===== config.mk =====
export PLATFORM = sky130hd
export DESIGN_NAME = board_status_regs
export DESIGN_NICKNAME = d
export VERILOG_FILES = /design/src/verilog/board_regs_pkg.sv /design/src/verilog/pin_sync_if.sv /design/src/verilog/pin_sync.sv /design/src/verilog/board_status_regs.sv
export SDC_FILE = /design/constraint.sdc
export NUM_CORES = 1
export LEC_CHECK = 0
export ABC_AREA = 1
export BUFFER_PORTS_ARGS = -buffer_cell sky130_fd_sc_hd__buf_2
export CORE_ASPECT_RATIO = 1.2
export CORE_UTILIZATION = 53
export CTS_CLUSTER_DIAMETER = 40
export CTS_CLUSTER_SIZE = 25
export DETAILED_ROUTE_END_ITERATION = 16
export PLACE_DENSITY = 0.76
export SYNTH_ARGS = -nofsm -noshare
export SYNTH_HDL_FRONTEND = slang
export SYNTH_SLANG_ARGS = --single-unit

===== constraint.sdc =====
create_clock -name clk -period 9.7 [get_ports clk]
set_clock_uncertainty 0.2 [all_clocks]
set_input_delay 2.425 -clock clk [delete_from_list [all_inputs] [get_ports clk]]
set_output_delay 2.425 -clock clk [all_outputs]
set_load 0.01 [all_outputs]

===== src/verilog/board_regs_pkg.sv =====
package board_regs_pkg;
  // I2C slave addresses (7 bit)
  localparam logic [6:0] MGMT_ADDR = 7'h31;
  localparam logic [6:0] HOST_ADDR = 7'h32;
  // Register offsets
  localparam logic [7:0] OFF_RST_LOCAL = 8'h0E;
  localparam logic [7:0] OFF_RST_REMOTE = 8'h0F;
  localparam logic [7:0] OFF_SUPPLY = 8'h10;
  localparam logic [7:0] OFF_STANDBY = 8'h11;
  localparam logic [7:0] OFF_REGULATOR = 8'h12;
  localparam logic [7:0] OFF_EXP_IRQ = 8'h13;
  localparam logic [7:0] OFF_SUMMARY = 8'h14;
  localparam logic [7:0] OFF_CPU_MOD = 8'h18;
  localparam logic [7:0] OFF_LAMP = 8'h1B;
  localparam logic [7:0] OFF_DEBUG = 8'h1C;
  localparam logic [7:0] OFF_BRIDGE = 8'h1F;
  localparam logic [7:0] OFF_M_SUPPLY = 8'h20;
  localparam logic [7:0] OFF_M_STANDBY = 8'h21;
  localparam logic [7:0] OFF_M_REG = 8'h22;
  localparam logic [7:0] OFF_M_EXP = 8'h23;
  localparam logic [7:0] OFF_M_ALERT = 8'h24;
  localparam logic [7:0] OFF_M_GLOBAL = 8'h25;
  // Implemented flag bits of the reset-source registers
  localparam logic [7:0] RST_LOCAL_BITS = 8'hF7;
  localparam logic [6:0] RST_REMOTE_BITS = 7'h7F;
  // Reset value of all mask registers
  localparam logic [7:0] MASK_RST = 8'h00;
  // Level of each status bit in its non-interrupting state
  localparam logic [7:0] SUPPLY_NORMAL = 8'hEE;
  localparam logic [7:0] STANDBY_NORMAL = 8'h01;
  localparam logic [7:0] REG_NORMAL = 8'h15;
  localparam logic [7:0] EXP_NORMAL = 8'h3F;
  localparam logic [7:0] ALERT_NORMAL = 8'h1F;
  // Reserved bit fill values on read
  localparam logic [1:0] EXP_RSVD = 2'h3;
  localparam logic [1:0] LAMP_RSVD_HI = 2'h3;
  localparam logic [3:0] BRIDGE_RSVD = 4'hF;
  localparam logic [7:0] UNMAPPED_READ = 8'h00;

  // All asynchronous inputs, sampled together
  typedef struct packed {
    logic scl;
    logic sda;
    logic [7:0] ev_loc;
    logic [6:0] ev_rem;
    logic [7:0] supply;
    logic stby;
    logic [5:0] rails;
    logic [5:0] exp_n;
    logic tpm_n;
    logic [7:0] cpu;
    logic [1:0] lamp_n;
    logic [6:0] dbg;
    logic [4:0] alert;
    logic [3:0] bridge;
    logic optical_n;
  } pins_t;
  localparam int PINS_W = $bits(pins_t);
  // Quiet levels of all pins, so no false interrupt follows reset
  localparam pins_t PINS_IDLE = '{scl: 1'b1, sda: 1'b1, supply: SUPPLY_NORMAL,
    stby: STANDBY_NORMAL[0], rails: REG_NORMAL[5:0], exp_n: EXP_NORMAL[5:0], tpm_n: 1'b1,
    alert: ALERT_NORMAL[4:0], optical_n: 1'b1, default: '0};
  localparam logic [PINS_W-1:0] PINS_RST = PINS_IDLE;
endpackage


===== src/verilog/pin_sync_if.sv =====
`timescale 1ns/1ns
interface pin_sync_if #(parameter int W = 1);
  logic [W-1:0] raw;
  logic [W-1:0] synced;
  modport src (output raw, input synced);
  modport sync (input raw, output synced);
endinterface


===== src/verilog/pin_sync.sv =====
`timescale 1ns/1ns
module pin_sync #(
  parameter int W = 1,
  parameter logic [W-1:0] RST_VAL = '0
) (
  input logic clk,
  input logic rst,
  pin_sync_if.sync p
);
  typedef struct packed {
    logic [W-1:0] s1;
    logic [W-1:0] s2;
  } sync_state_t;

  sync_state_t s_r;
  sync_state_t s_nxt;

  // Two flop chain, only the second stage leaves
  always_comb begin
    s_nxt = s_r;
    s_nxt.s1 = p.raw;
    s_nxt.s2 = s_r.s1;
  end

  always_ff @(posedge clk or posedge rst) begin
    if (rst) begin
      s_r <= {RST_VAL, RST_VAL};
    end else begin
      s_r <= s_nxt;
    end
  end

  assign p.synced = s_r.s2;
endmodule // pin_sync


===== src/verilog/board_status_regs.sv =====
`timescale 1ns/1ns
// Summary of operation
// - 0x0E bits 0-2 flag front, board and header button resets; bit 3 reserved.
// - 0x0E bits 4-7 flag software hot, warm, cold and power resets.
// - 0x0F bits 0-4 flag controller-requested resets: self, switch, module, main, board.
// - 0x0F bits 5-6 flag controller watchdog 1 and 2 resets; bit 7 reserved.
// - Reset-source flags read 1 after their reset, 0 otherwise, default 0.
// - 0x10 bits 0 and 4 give supply unit presence, low means present.
// - 0x10 bits 1,2 and 5,6 read 1 when output and input are good.
// - 0x10 bits 3 and 7 give supply alarms, low means alarm.
// - 0x11 bit 0 shows standby power good; bits 1-7 read 0.
// - 0x12 bits 0,2,4 show core, analog, 3.3 V regulator ready.
// - 0x12 bits 1,3,5 show core, analog, 3.3 V over-temperature.
// - 0x13 bits 0-5 mirror six active-low expander interrupts.
// - 0x14 bits 0-4 show active-low summary interrupts; bits 5-7 reserved.
// - 0x18 shows module board type, gigabit link and sleep state levels.
// - 0x1B bits 0-1 show active-low upper and lower lamp row selection.
// - 0x1C shows live levels of buttons, serial selects and PCIe reset.
// - 0x1F bits 0-3 show bridge pin inputs; bits 4-7 read 1.
// - 0x20 masks each supply status bit; 1 blocks, 0 passes, default 0.
// - 0x21 and 0x22 mask standby and regulator status bits by position.
// - 0x23 bits 0-5 mask the six expander interrupts; 1 blocks.
// - 0x24 bits 0-4 mask bus alerts and temperature alert; 1 blocks.
// - 0x25 bits 0-7 globally block each summary and controller interrupt.
module board_status_regs (
  input logic clk,
  input logic rst,
  input logic scl_in,
  input logic sda_in,
  output logic sda_out,
  output logic sda_oe,
  input logic [7:0] reset_event_local,
  input logic [6:0] reset_event_remote,
  input logic [7:0] supply_status_in,
  input logic standby_power_good,
  input logic core_rail_ready,
  input logic core_rail_overtemp,
  input logic analog_rail_ready,
  input logic analog_rail_overtemp,
  input logic rail_3p3_ready,
  input logic rail_3p3_overtemp,
  input logic [5:0] expander_irq_n,
  input logic trusted_module_irq_n,
  input logic [2:0] module_board_type,
  input logic module_gig_link_n,
  input logic module_suspend_stat_n,
  input logic module_sleep_s3_n,
  input logic module_sleep_s4_n,
  input logic module_sleep_s5_n,
  input logic upper_lamp_selected_n,
  input logic lower_lamp_selected_n,
  input logic front_button_level,
  input logic board_button_level,
  input logic header_button_level,
  input logic lamp_select_button,
  input logic header_uart_select,
  input logic mgmt_uart_select,
  input logic module_pcie_reset_level,
  input logic [3:0] bridge_pin_input,
  input logic power_mgmt_bus_alert,
  input logic core_rail_bus_alert,
  input logic rail_3p3_bus_alert,
  input logic analog_rail_bus_alert,
  input logic temp_alert_n,
  input logic optical_port_irq_n,
  output logic mgmt_irq_n,
  output logic mgmt_power_irq_n,
  output logic mgmt_optical_irq_n
);
  typedef enum logic [2:0] {IDLE, ADDR, ACK, WR_BYTE, RD_BYTE, RD_ACK} slv_st_t;

  typedef struct packed {
    slv_st_t st;
    logic [2:0] bitcnt;
    logic [7:0] sh;
    logic [7:0] ptr;
    logic ptr_set;
    logic rw;
    logic ack_on;
    logic sda_oe;
    logic scl_d;
    logic sda_d;
    logic [7:0] ev_loc_d;
    logic [6:0] ev_rem_d;
    logic [7:0] rst_loc;
    logic [6:0] rst_rem;
    logic [7:0] m_sup;
    logic [7:0] m_stby;
    logic [7:0] m_reg;
    logic [7:0] m_exp;
    logic [7:0] m_alert;
    logic [7:0] m_glob;
    logic irq_n;
    logic pwr_irq_n;
    logic opt_irq_n;
  } state_t;

  localparam state_t RST_STATE = '{
    st: IDLE,
    scl_d: 1'b1,
    sda_d: 1'b1,
    m_sup: board_regs_pkg::MASK_RST,
    m_stby: board_regs_pkg::MASK_RST,
    m_reg: board_regs_pkg::MASK_RST,
    m_exp: board_regs_pkg::MASK_RST,
    m_alert: board_regs_pkg::MASK_RST,
    m_glob: board_regs_pkg::MASK_RST,
    irq_n: 1'b1,
    pwr_irq_n: 1'b1,
    opt_irq_n: 1'b1,
    default: '0
  };

  state_t s_r;
  state_t s_nxt;
  board_regs_pkg::pins_t raw_b;
  board_regs_pkg::pins_t pin_s;
  logic scl_rise, scl_fall, start_det, stop_det;
  logic sup_act, stby_act, reg_act, exp_act, alert_act, tpm_act;
  logic [7:0] summary;

  pin_sync_if #(.W(board_regs_pkg::PINS_W)) pins ();

  // Gather pins for the synchroniser
  always_comb begin
    raw_b = '0;
    raw_b.scl = scl_in;
    raw_b.sda = sda_in;
    raw_b.ev_loc = reset_event_local;
    raw_b.ev_rem = reset_event_remote;
    raw_b.supply = supply_status_in;
    raw_b.stby = standby_power_good;
    raw_b.rails = {rail_3p3_overtemp, rail_3p3_ready, analog_rail_overtemp,
                   analog_rail_ready, core_rail_overtemp, core_rail_ready};
    raw_b.exp_n = expander_irq_n;
    raw_b.tpm_n = trusted_module_irq_n;
    raw_b.cpu = {module_sleep_s5_n, module_sleep_s4_n, module_sleep_s3_n,
                 module_suspend_stat_n, module_gig_link_n, module_board_type};
    raw_b.lamp_n = {lower_lamp_selected_n, upper_lamp_selected_n};
    raw_b.dbg = {module_pcie_reset_level, mgmt_uart_select, header_uart_select,
                 lamp_select_button, header_button_level, board_button_level,
                 front_button_level};
    raw_b.alert = {temp_alert_n, analog_rail_bus_alert, rail_3p3_bus_alert,
                   core_rail_bus_alert, power_mgmt_bus_alert};
    raw_b.bridge = bridge_pin_input;
    raw_b.optical_n = optical_port_irq_n;
  end

  assign pins.raw = raw_b;
  assign pin_s = board_regs_pkg::pins_t'(pins.synced);

  pin_sync #(
    .W(board_regs_pkg::PINS_W),
    .RST_VAL(board_regs_pkg::PINS_RST)
  ) u_pin_sync (
    .clk(clk),
    .rst(rst),
    .p(pins)
  );

  // Bus line events from synchronised levels
  assign scl_rise = pin_s.scl & ~s_r.scl_d;
  assign scl_fall = ~pin_s.scl & s_r.scl_d;
  assign start_det = pin_s.scl & s_r.scl_d & s_r.sda_d & ~pin_s.sda;
  assign stop_det = pin_s.scl & s_r.scl_d & ~s_r.sda_d & pin_s.sda;

  // Sources that differ from their normal level and, except the trusted module, pass the local mask
  assign sup_act = |((pin_s.supply ^ board_regs_pkg::SUPPLY_NORMAL) & ~s_r.m_sup);
  assign stby_act = |(({7'h00, pin_s.stby} ^ board_regs_pkg::STANDBY_NORMAL)
                      & ~s_r.m_stby);
  assign reg_act = |(({2'b00, pin_s.rails} ^ board_regs_pkg::REG_NORMAL)
                     & ~s_r.m_reg);
  assign exp_act = |(({2'b00, pin_s.exp_n} ^ board_regs_pkg::EXP_NORMAL)
                     & ~s_r.m_exp);
  assign alert_act = |(({3'b000, pin_s.alert} ^ board_regs_pkg::ALERT_NORMAL)
                       & ~s_r.m_alert);
  assign tpm_act = ~pin_s.tpm_n;

  // Summary interrupts, active low
  assign summary = {3'b000, ~tpm_act, ~exp_act, ~reg_act, ~stby_act, ~sup_act};

  // Read data for an offset
  function automatic logic [7:0] read_reg(input logic [7:0] a);
    logic [7:0] d;
    d = board_regs_pkg::UNMAPPED_READ;
    case (a)
      board_regs_pkg::OFF_RST_LOCAL: d = s_r.rst_loc;
      board_regs_pkg::OFF_RST_REMOTE: d = {1'b0, s_r.rst_rem};
      board_regs_pkg::OFF_SUPPLY: d = pin_s.supply;
      board_regs_pkg::OFF_STANDBY: d = {7'h00, pin_s.stby};
      board_regs_pkg::OFF_REGULATOR: d = {2'b00, pin_s.rails};
      board_regs_pkg::OFF_EXP_IRQ: d = {board_regs_pkg::EXP_RSVD, pin_s.exp_n};
      board_regs_pkg::OFF_SUMMARY: d = summary;
      board_regs_pkg::OFF_CPU_MOD: d = pin_s.cpu;
      board_regs_pkg::OFF_LAMP: d = {4'h0, board_regs_pkg::LAMP_RSVD_HI, pin_s.lamp_n};
      board_regs_pkg::OFF_DEBUG: d = {pin_s.dbg[6], 1'b0, pin_s.dbg[5:0]};
      board_regs_pkg::OFF_BRIDGE: d = {board_regs_pkg::BRIDGE_RSVD, pin_s.bridge};
      board_regs_pkg::OFF_M_SUPPLY: d = s_r.m_sup;
      board_regs_pkg::OFF_M_STANDBY: d = s_r.m_stby;
      board_regs_pkg::OFF_M_REG: d = s_r.m_reg;
      board_regs_pkg::OFF_M_EXP: d = s_r.m_exp;
      board_regs_pkg::OFF_M_ALERT: d = s_r.m_alert;
      board_regs_pkg::OFF_M_GLOBAL: d = s_r.m_glob;
      default: d = board_regs_pkg::UNMAPPED_READ;
    endcase
    return d;
  endfunction

  // Slave sequencing, register writes, flags and interrupt outputs
  always_comb begin
    logic [7:0] byte_in;
    logic [7:0] rd_byte;
    logic rd_load;
    logic clr_loc;
    logic clr_rem;
    byte_in = {s_r.sh[6:0], pin_s.sda};
    rd_byte = read_reg(s_r.ptr); // Follows every register and pin change
    rd_load = 1'b0;
    clr_loc = 1'b0;
    clr_rem = 1'b0;
    s_nxt = s_r;
    case (s_r.st)
      IDLE: begin
        s_nxt.sda_oe = 1'b0;
      end
      ADDR: begin
        if (scl_rise) begin
          s_nxt.sh = byte_in;
          s_nxt.bitcnt = s_r.bitcnt + 3'h1;
          if (s_r.bitcnt == 3'h7) begin
            if (byte_in[7:1] == board_regs_pkg::MGMT_ADDR ||
                byte_in[7:1] == board_regs_pkg::HOST_ADDR) begin
              s_nxt.rw = byte_in[0];
              s_nxt.st = ACK;
            end else begin
              s_nxt.st = IDLE;
            end
          end
        end
      end
      ACK: begin
        // Pull the line low for one full bit
        if (scl_fall) begin
          if (!s_r.ack_on) begin
            s_nxt.ack_on = 1'b1;
            s_nxt.sda_oe = 1'b1;
          end else begin
            s_nxt.ack_on = 1'b0;
            s_nxt.sda_oe = 1'b0;
            s_nxt.bitcnt = 3'h0;
            if (s_r.rw) begin
              rd_load = 1'b1;
            end else begin
              s_nxt.st = WR_BYTE;
            end
          end
        end
      end
      WR_BYTE: begin
        if (scl_rise) begin
          s_nxt.sh = byte_in;
          s_nxt.bitcnt = s_r.bitcnt + 3'h1;
          if (s_r.bitcnt == 3'h7) begin
            s_nxt.st = ACK;
            if (!s_r.ptr_set) begin
              s_nxt.ptr = byte_in;
              s_nxt.ptr_set = 1'b1;
            end else begin
              s_nxt.ptr = s_r.ptr + 8'h01;
              // Only mask registers take data
              case (s_r.ptr)
                board_regs_pkg::OFF_M_SUPPLY: s_nxt.m_sup = byte_in;
                board_regs_pkg::OFF_M_STANDBY: s_nxt.m_stby = byte_in;
                board_regs_pkg::OFF_M_REG: s_nxt.m_reg = byte_in;
                board_regs_pkg::OFF_M_EXP: s_nxt.m_exp = byte_in;
                board_regs_pkg::OFF_M_ALERT: s_nxt.m_alert = byte_in;
                board_regs_pkg::OFF_M_GLOBAL: s_nxt.m_glob = byte_in;
                default: s_nxt.m_sup = s_r.m_sup;
              endcase
            end
          end
        end
      end
      RD_BYTE: begin
        if (scl_fall) begin
          if (s_r.bitcnt == 3'h7) begin
            s_nxt.sda_oe = 1'b0;
            s_nxt.st = RD_ACK;
          end else begin
            s_nxt.sh = {s_r.sh[6:0], 1'b0};
            s_nxt.sda_oe = ~s_r.sh[6];
            s_nxt.bitcnt = s_r.bitcnt + 3'h1;
          end
        end
      end
      RD_ACK: begin
        // Master ack continues the burst, nack ends it
        if (scl_rise) begin
          s_nxt.ack_on = ~pin_s.sda;
        end
        if (scl_fall) begin
          s_nxt.ack_on = 1'b0;
          if (s_r.ack_on) begin
            rd_load = 1'b1;
          end else begin
            s_nxt.st = IDLE;
          end
        end
      end
      default: begin
        s_nxt.st = IDLE;
      end
    endcase
    // Load a byte to send, first bit driven now
    if (rd_load) begin
      s_nxt.sh = rd_byte;
      s_nxt.sda_oe = ~rd_byte[7];
      s_nxt.ptr = s_r.ptr + 8'h01;
      s_nxt.bitcnt = 3'h0;
      s_nxt.st = RD_BYTE;
      clr_loc = (s_r.ptr == board_regs_pkg::OFF_RST_LOCAL);
      clr_rem = (s_r.ptr == board_regs_pkg::OFF_RST_REMOTE);
    end
    if (start_det) begin
      s_nxt.st = ADDR;
      s_nxt.bitcnt = 3'h0;
      s_nxt.ptr_set = 1'b0;
      s_nxt.ack_on = 1'b0;
      s_nxt.sda_oe = 1'b0;
    end
    if (stop_det) begin
      s_nxt.st = IDLE;
      s_nxt.ack_on = 1'b0;
      s_nxt.sda_oe = 1'b0;
    end
    // Sticky reset flags, clear on read, a new event wins
    s_nxt.rst_loc = ((s_r.rst_loc & ~{8{clr_loc}})
                     | (pin_s.ev_loc & ~s_r.ev_loc_d))
                    & board_regs_pkg::RST_LOCAL_BITS;
    s_nxt.rst_rem = ((s_r.rst_rem & ~{7{clr_rem}})
                     | (pin_s.ev_rem & ~s_r.ev_rem_d))
                    & board_regs_pkg::RST_REMOTE_BITS;
    s_nxt.ev_loc_d = pin_s.ev_loc;
    s_nxt.ev_rem_d = pin_s.ev_rem;
    s_nxt.scl_d = pin_s.scl;
    s_nxt.sda_d = pin_s.sda;
    // Global gating onto the controller outputs
    s_nxt.irq_n = ~|({tpm_act, alert_act, exp_act, reg_act, stby_act, sup_act}
                     & ~s_r.m_glob[5:0]);
    s_nxt.pwr_irq_n = ~((stby_act | reg_act) & ~s_r.m_glob[6]);
    s_nxt.opt_irq_n = ~(~pin_s.optical_n & ~s_r.m_glob[7]);
  end

  always_ff @(posedge clk or posedge rst) begin
    if (rst) begin
      s_r <= RST_STATE;
    end else begin
      s_r <= s_nxt;
    end
  end

  assign sda_out = 1'b0;
  assign sda_oe = s_r.sda_oe;
  assign mgmt_irq_n = s_r.irq_n;
  assign mgmt_power_irq_n = s_r.pwr_irq_n;
  assign mgmt_optical_irq_n = s_r.opt_irq_n;
endmodule // board_status_regs


==> results of run 1 <==
## synthesized netlist by cell type, drive strengths merged, types with 3 or more instances
cell / count
a21oi: 29
buf: 22
dfrtp: 181
dfstp: 55
ha: 10
inv: 89
nand2: 179
nand3: 103
nand4: 18
nor2: 79
nor3: 9
nor3b: 3
nor4: 3
o21ai: 84
o22ai: 18
xor2: 3
## layout make-up
class	count	area (µm²)	area share
Tap cell	216	270	0.0252
Multi-Input combinational cell	550	2840	0.264
Inverter	91	350	0.0327
Clock inverter	21	290	0.0271
Clock buffer	25	626	0.0583
Sequential cell	236	5970	0.557
Timing Repair Buffer	74	380	0.0355
## through the flow
stage	util	setup WS [ps]	power (mW)	cell area [µm²]
4_1_cts	0.629	5900	2.27	10700
6_report	0.629	5910	2.26	10700
5_1_grt	0.629	5880	2.33	10700
2_1_floorplan	-	691	1.19	9320
3_3_place_gp	0.576	5580	1.25	9810
3_5_place_dp	0.576	5560	1.26	9810
## worst register-to-register path: cells and delay by family, from the launching register on
| family | cells | cell delay [ps] |
|---|---|---|
| DFF | 1 | 440 |
| and+or+nand+nor | 7 | 1470 |
| adders and majority gates | 1 | 210 |
| buffers and inverters | 3 | 440 |
| AOI/OAI and AO/OA | 1 | 140 |
## logic make-up (layout without fill, tap and decap cells)
family | after synthesis | count (layout) | share of synthesized area
compound gates | 139 | 139 | 0.0842
xor+xnor | 3 | 3 | 0.00282
fa+ha+maj | 10 | 10 | 0.0134
buf+inv | 114 | 211 | 0.0544
flops | 236 | 236 | 0.641
other cells | 1 | 1 | 0.000403
simple gates | 397 | 397 | 0.203
## how the worst max path moves through the flow
| stage | start | endpoint | slack (ps) |
|---|---|---|---|
| 2_1_floorplan | rst | s_r[100] | 690 |
| 5_1_grt | mgmt_optical_irq_n | mgmt_optical_irq_n | 5880 |
| 3_5_place_dp | rst | s_r[74] | 5560 |
| 6_report | mgmt_irq_n | mgmt_irq_n | 5910 |
| 3_3_place_gp | rst | s_r[59] | 5580 |
| 4_1_cts | mgmt_irq_n | mgmt_irq_n | 5900 |
## metal layers
metal  vias to the layer above  track usage
li1                       3120            -
met1                      3163        0.332
met2                       292        0.375
met3                        68       0.0353
met4                         0        0.117
met5                         -            0
## where the power goes
part | switching (mW) | internal [mW]
sequential | 0.0390 | 1.04
combinational | 0.115 | 0.0455
clock | 0.486 | 0.529
total | 0.640 | 1.62
## sequential cells by signal, indices dropped and copies added, names as in the netlist
name	count
u_pin_sync.p.synced	65
mgmt_power_irq_n	1
s_r	102
mgmt_optical_irq_n	1
sda_oe	1
mgmt_irq_n	1
u_pin_sync.s_nxt	65
==> impl_metrics.py, run 1 <==
metrics = {
    "placement": {
        "io_buffer_count": 70,
        "dp_cells": 1167,
        "place_hpwl_mm": 13.9,
        "place_congestion": 0.943,
    },
    "timing": {
        "fin_hold_ws_ps": 150,
        "max_freq_mhz": 264,
        "rsz0062_at_grt": "no",
        "hold_viol_final": 0,
        "setup_tns_ps": 0,
        "finalMaxSlewViolations": 0,
        "worstMarginPinSlew_ps": 995,
        "relSlewSlack": 0.334,
        "setup_viol": 0,
        "min_period_over_period": 0.390,
        "fin_crit_ps": 3790,
    },
    "setup_path": {
        "cp_data_arrival_time_ps": 1160,
        "path_buf_inv": 1,
        "cp_slowest_cell": "dfstp_2",
        "path_class": "register to primary output",
        "crit_cells": 1,
        "worst_setup_path_end_kind": "primary output",
        "rr_startpoint": "s_r[87]",
        "cp_max_fo": 1,
        "crit_required_ps": 7080,
        "r2r_slack_ps": 6720,
        "r2r_cells": 12,
        "path_delay_family": "flip-flops",
        "r2r-end": "s_r[98]",
        "worstPathCellList": "buf_2",
        "max_stage_delay_ps": 520,
        "cp-start-kind": "register",
    },
    "route": {
        "wirelength_mm": 20.7,
        "dr_total_vias": 6643,
        "avgViaCountPerCell": 5.48,
        "wire_per_inst_um": 17.1,
        "drt_iter0_drc": 631,
        "wl_met2_mm": 9.87,
        "top_layer": "met4",
        "route.detailed.drc": 0,
        "met3_length_mm": 1.33,
        "dr.pass1.iters": 7,
        "wl_met1_mm": 8.44,
        "ant_nets": 0,
    },
    "finish": {
        "synthToLayoutAreaGrowth_pct": 15.2,
        "layout-drive-gt1-share": 0.231,
        "final_cell_mix": "181 x dfrtp_1, 167 x nand2_1, 99 x nand3_1",
        "final_nets": 1056,
        "diodes": 0,
        "layout_commonest_cell": "dfrtp_1",
        "fillers": 1412,
        "final_cells": 1213,
    },
    "synth": {
        "synth.distinct_cells": 42,
        "syn_inst": 900,
        "avgSynthCellArea_um2": 10.4,
        "synthesis.area_mm2": 0.00932,
        "synthArstFlopShare": 1.00,
        "synth-seq-cells": 236,
        "synth_flop_cell": "dfrtp_1",
        "post_synth_main_area_contributors": "dfrtp_1 49%, dfstp_2 16%, nand2_1 6.7%",
        "yosysTopAreaCellShare": 0.486,
        "synth_edf_count": 0,
        "yosysSeqAreaShare": 0.641,
        "yosys_warnings": 0,
        "synth.largest_area_cell": "dfrtp_1",
        "synth_nets": 978,
    },
    "global_routing": {
        "grt_first_pass_wirelength_mm": 33.3,
        "overflow": 0,
        "grt_usage": 0.241,
        "grt_max_degree": 114,
        "grt_pass1_vias": 6400,
        "antenna_found_initial": 0,
    },
    "power": {
        "power.density_mw_per_mm2": 211,
        "power_leakage_nw": 5.18,
        "vdd_ir_drop_max_mv": 0.151,
    },
    "min_path": {
        "hold_path_startpoint": "u_pin_sync.s_nxt[49]",
        "hold_depth": 0,
        "hp-class": "register to register",
        "hold_path_end": "u_pin_sync.p.synced[49]",
    },
    "clock_tree": {
        "postCtsHoldBufs": 0,
        "postCtsSetupRepairBufs": 0,
        "cts_made_buffers": 25,
        "cts_resized": 0,
        "cts_tree": "built",
        "path_clk_slew_ps": 70,
        "h-tree-depth": 1,
        "cts.path.max_buffers": 3,
        "root_buffer": "clkbuf_16",
        "clk_latency_ps": 520,
        "cts.sinks": 236,
    },
    "floorplan": {
        "dieArea_mm2": 0.0181,
        "coreArea_mm2": 0.0170,
        "die_x_um": 123,
        "die_h_um": 147,
        "row_count": 52,
        "io_pins": 73,
        "start_util": 0.546,
    },
    "flow_run": {
        "maxCapViolCount": 0,
    },
    "outcome": {
        "status": "completed",
    },
}
Note: power is estimated with default switching activity, not from simulation.
==> run 2, diff against run 1 <==
==> constraint.sdc (replaced) <==
create_clock -name clk -period 3.8 [get_ports clk]
set_clock_uncertainty 0.2 [all_clocks]
set_input_delay 0.95 -clock clk [delete_from_list [all_inputs] [get_ports clk]]
set_output_delay 0.95 -clock clk [all_outputs]
set_load 0.01 [all_outputs]
==> run 2 against run 1 <==
  * Hold slack lost 2.7 ps
  * Wire length shrank 0.58%
  * Combinational power grew to 2.6 times the previous value
  * Clock power grew to 2.7 times the previous value
  * Global-route usage is essentially flat
  * Cell count grew 0.49%
  * Clock-buffer cell count grew 2
  * Total power grew to 2.6 times the previous value
  * Sequential power grew to 2.6 times the previous value
  * Register-to-register slack lost 5400 ps
  * Largest cell class unchanged
  * Highest routed layer unchanged
==> impl_metrics.py, run 2 (same netlist as run 1, synthesis figures left out) <==
metrics = {
    "outcome": {
        "status": "completed",
    },
    "route": {
        "wirelength_mm": 20.6,
        "avgViaCountPerCell": 5.39,
        "wire_per_inst_um": 16.9,
        "drt_iter0_drc": 445,
        "dr.pass1.iters": 6,
        "dr_total_vias": 6575,
        "ant_nets": 0,
        "route.detailed.drc": 0,
    },
    "setup_path": {
        "crit_required_ps": 4040,
        "max_stage_delay_ps": 440,
        "critPathLaunch": "s_r[91]",
        "path_class": "register to register",
        "worst_setup_path_end_kind": "register",
        "critPathMostFrequentCell": "nand2_1",
        "rr_startpoint": "s_r[91]",
        "cp-start-kind": "register",
        "path_buf_inv": 3,
        "path_delay_family": "simple AND/OR/NAND/NOR gates",
        "cp_data_arrival_time_ps": 2750,
        "cp_max_fo": 32,
        "worstPathCellList": "inv_2 > nand2_1 > nor2_2 > buf_4 > nand2_1 > inv_1 > nand2_1 > nand4_1 > nor2_1 > nand2_1 > nand2_1 > nand2_1 > nand2_1",
        "cp_slowest_cell": "buf_4",
    },
    "timing": {
        "hold_viol_final": 0,
        "finalMaxSlewViolations": 0,
        "max_freq_mhz": 399,
        "worstMarginPinSlew_ps": 775,
        "min_period_over_period": 0.659,
        "setup_viol": 0,
        "relSlewSlack": 0.483,
        "rsz0062_at_grt": "no",
        "fin_crit_ps": 2500,
        "setup_tns_ps": 0,
        "setup_ws_ps": 1300,
    },
    "clock_tree": {
        "postCtsHoldBufs": 0,
        "clk_latency_ps": 540,
        "cts_resized": 0,
        "cts.path.max_buffers": 3,
        "h-tree-depth": 1,
        "cts_tree": "built",
        "root_buffer": "clkbuf_16",
        "cts_made_buffers": 27,
        "postCtsSetupRepairBufs": 0,
        "path_clk_slew_ps": 80,
        "cts.sinks": 236,
    },
    "floorplan": {
        "start_util": 0.546,
        "dieArea_mm2": 0.0181,
        "row_count": 52,
        "die_x_um": 123,
        "die_h_um": 147,
        "io_pins": 73,
        "coreArea_mm2": 0.0170,
    },
    "finish": {
        "layout-drive-gt1-share": 0.235,
        "final_nets": 1060,
        "regMostFlops": "s_r",
        "utilization": 0.636,
        "synthToLayoutAreaGrowth_pct": 16.4,
        "layout_commonest_cell": "dfrtp_1",
        "final_cells": 1219,
        "largest_reg_flops": 102,
        "diodes": 0,
        "final_cell_mix": "181 x dfrtp_1, 167 x nand2_1, 99 x nand3_1",
    },
    "global_routing": {
        "antenna_found_initial": 0,
        "grt_max_degree": 143,
        "overflow": 0,
        "grt_first_pass_wirelength_mm": 33.1,
        "grt_pass1_vias": 6519,
        "grt_usage": 0.240,
    },
    "power": {
        "power.density_mw_per_mm2": 546,
        "finalPower_mw": 5.92,
        "power_leakage_nw": 5.23,
        "vdd_ir_drop_max_mv": 0.484,
    },
    "min_path": {
        "hold_path_startpoint": "u_pin_sync.s_nxt[63]",
        "hp-class": "register to register",
    },
    "placement": {
        "place_hpwl_mm": 14.0,
        "dp_cells": 1169,
        "dp_slack_ps": 1340,
        "place_congestion": 0.918,
        "io_buffer_count": 70,
    },
    "flow_run": {
        "maxCapViolCount": 0,
    },
}
-- run 2: cell count changes in the layout (fill, tap and decap cells not counted) --
cell       delta
clkinv_4      +2
inv_16        -1
buf_12        +2
clkinv_8      -1
clkbuf_16     +2
inv_8         -4
clkinv_2      +1
inv_12        +5
-- run 2: layout make-up --
cell class                 count  area, µm²
clock buffer                  27        676
timing repair buffer          76        420
fill                        1398       6210
sequential                   236       5970
multi-input combinational    550       2840
inverter                      91        347
clock inverter                23        317
tap                          216        270
-- run 2: power breakdown --
group          internal, mW  leakage, nW  total (mW)  switching, mW
clock                  1.46        0.478        2.75           1.29
combinational         0.119         1.96       0.411          0.293
sequential             2.67         2.79        2.76         0.0986
total                  4.24         5.23        5.92           1.68
-- run 2: path summary, 6_finish.rpt --
check	to	slack, ps	depth (start not counted)
setup reg to reg	sda_oe	1300	13
hold reg to reg	u_pin_sync.p.synced[63]	150	0
min in group asynchronous	u_pin_sync.s_nxt[13]	360	3
hold / removal	u_pin_sync.p.synced[63]	150	0
max in group asynchronous	s_r[39]	2360	3
setup / recovery	sda_oe	1300	13
-- run 2: stage by stage --
step,instance area (µm²),hold WS [ps]
6_report,10800,147
5_1_grt,10800,155
4_1_cts,10800,148
3_5_place_dp,9850,135
3_3_place_gp,9850,131
2_1_floorplan,9320,131
-- run 2: per-layer routing --
layer,global-route usage,wire (µm)
met1,0.315,8280
met2,0.387,9980
met3,0.0400,1350
met4,0.120,991
met5,0,0
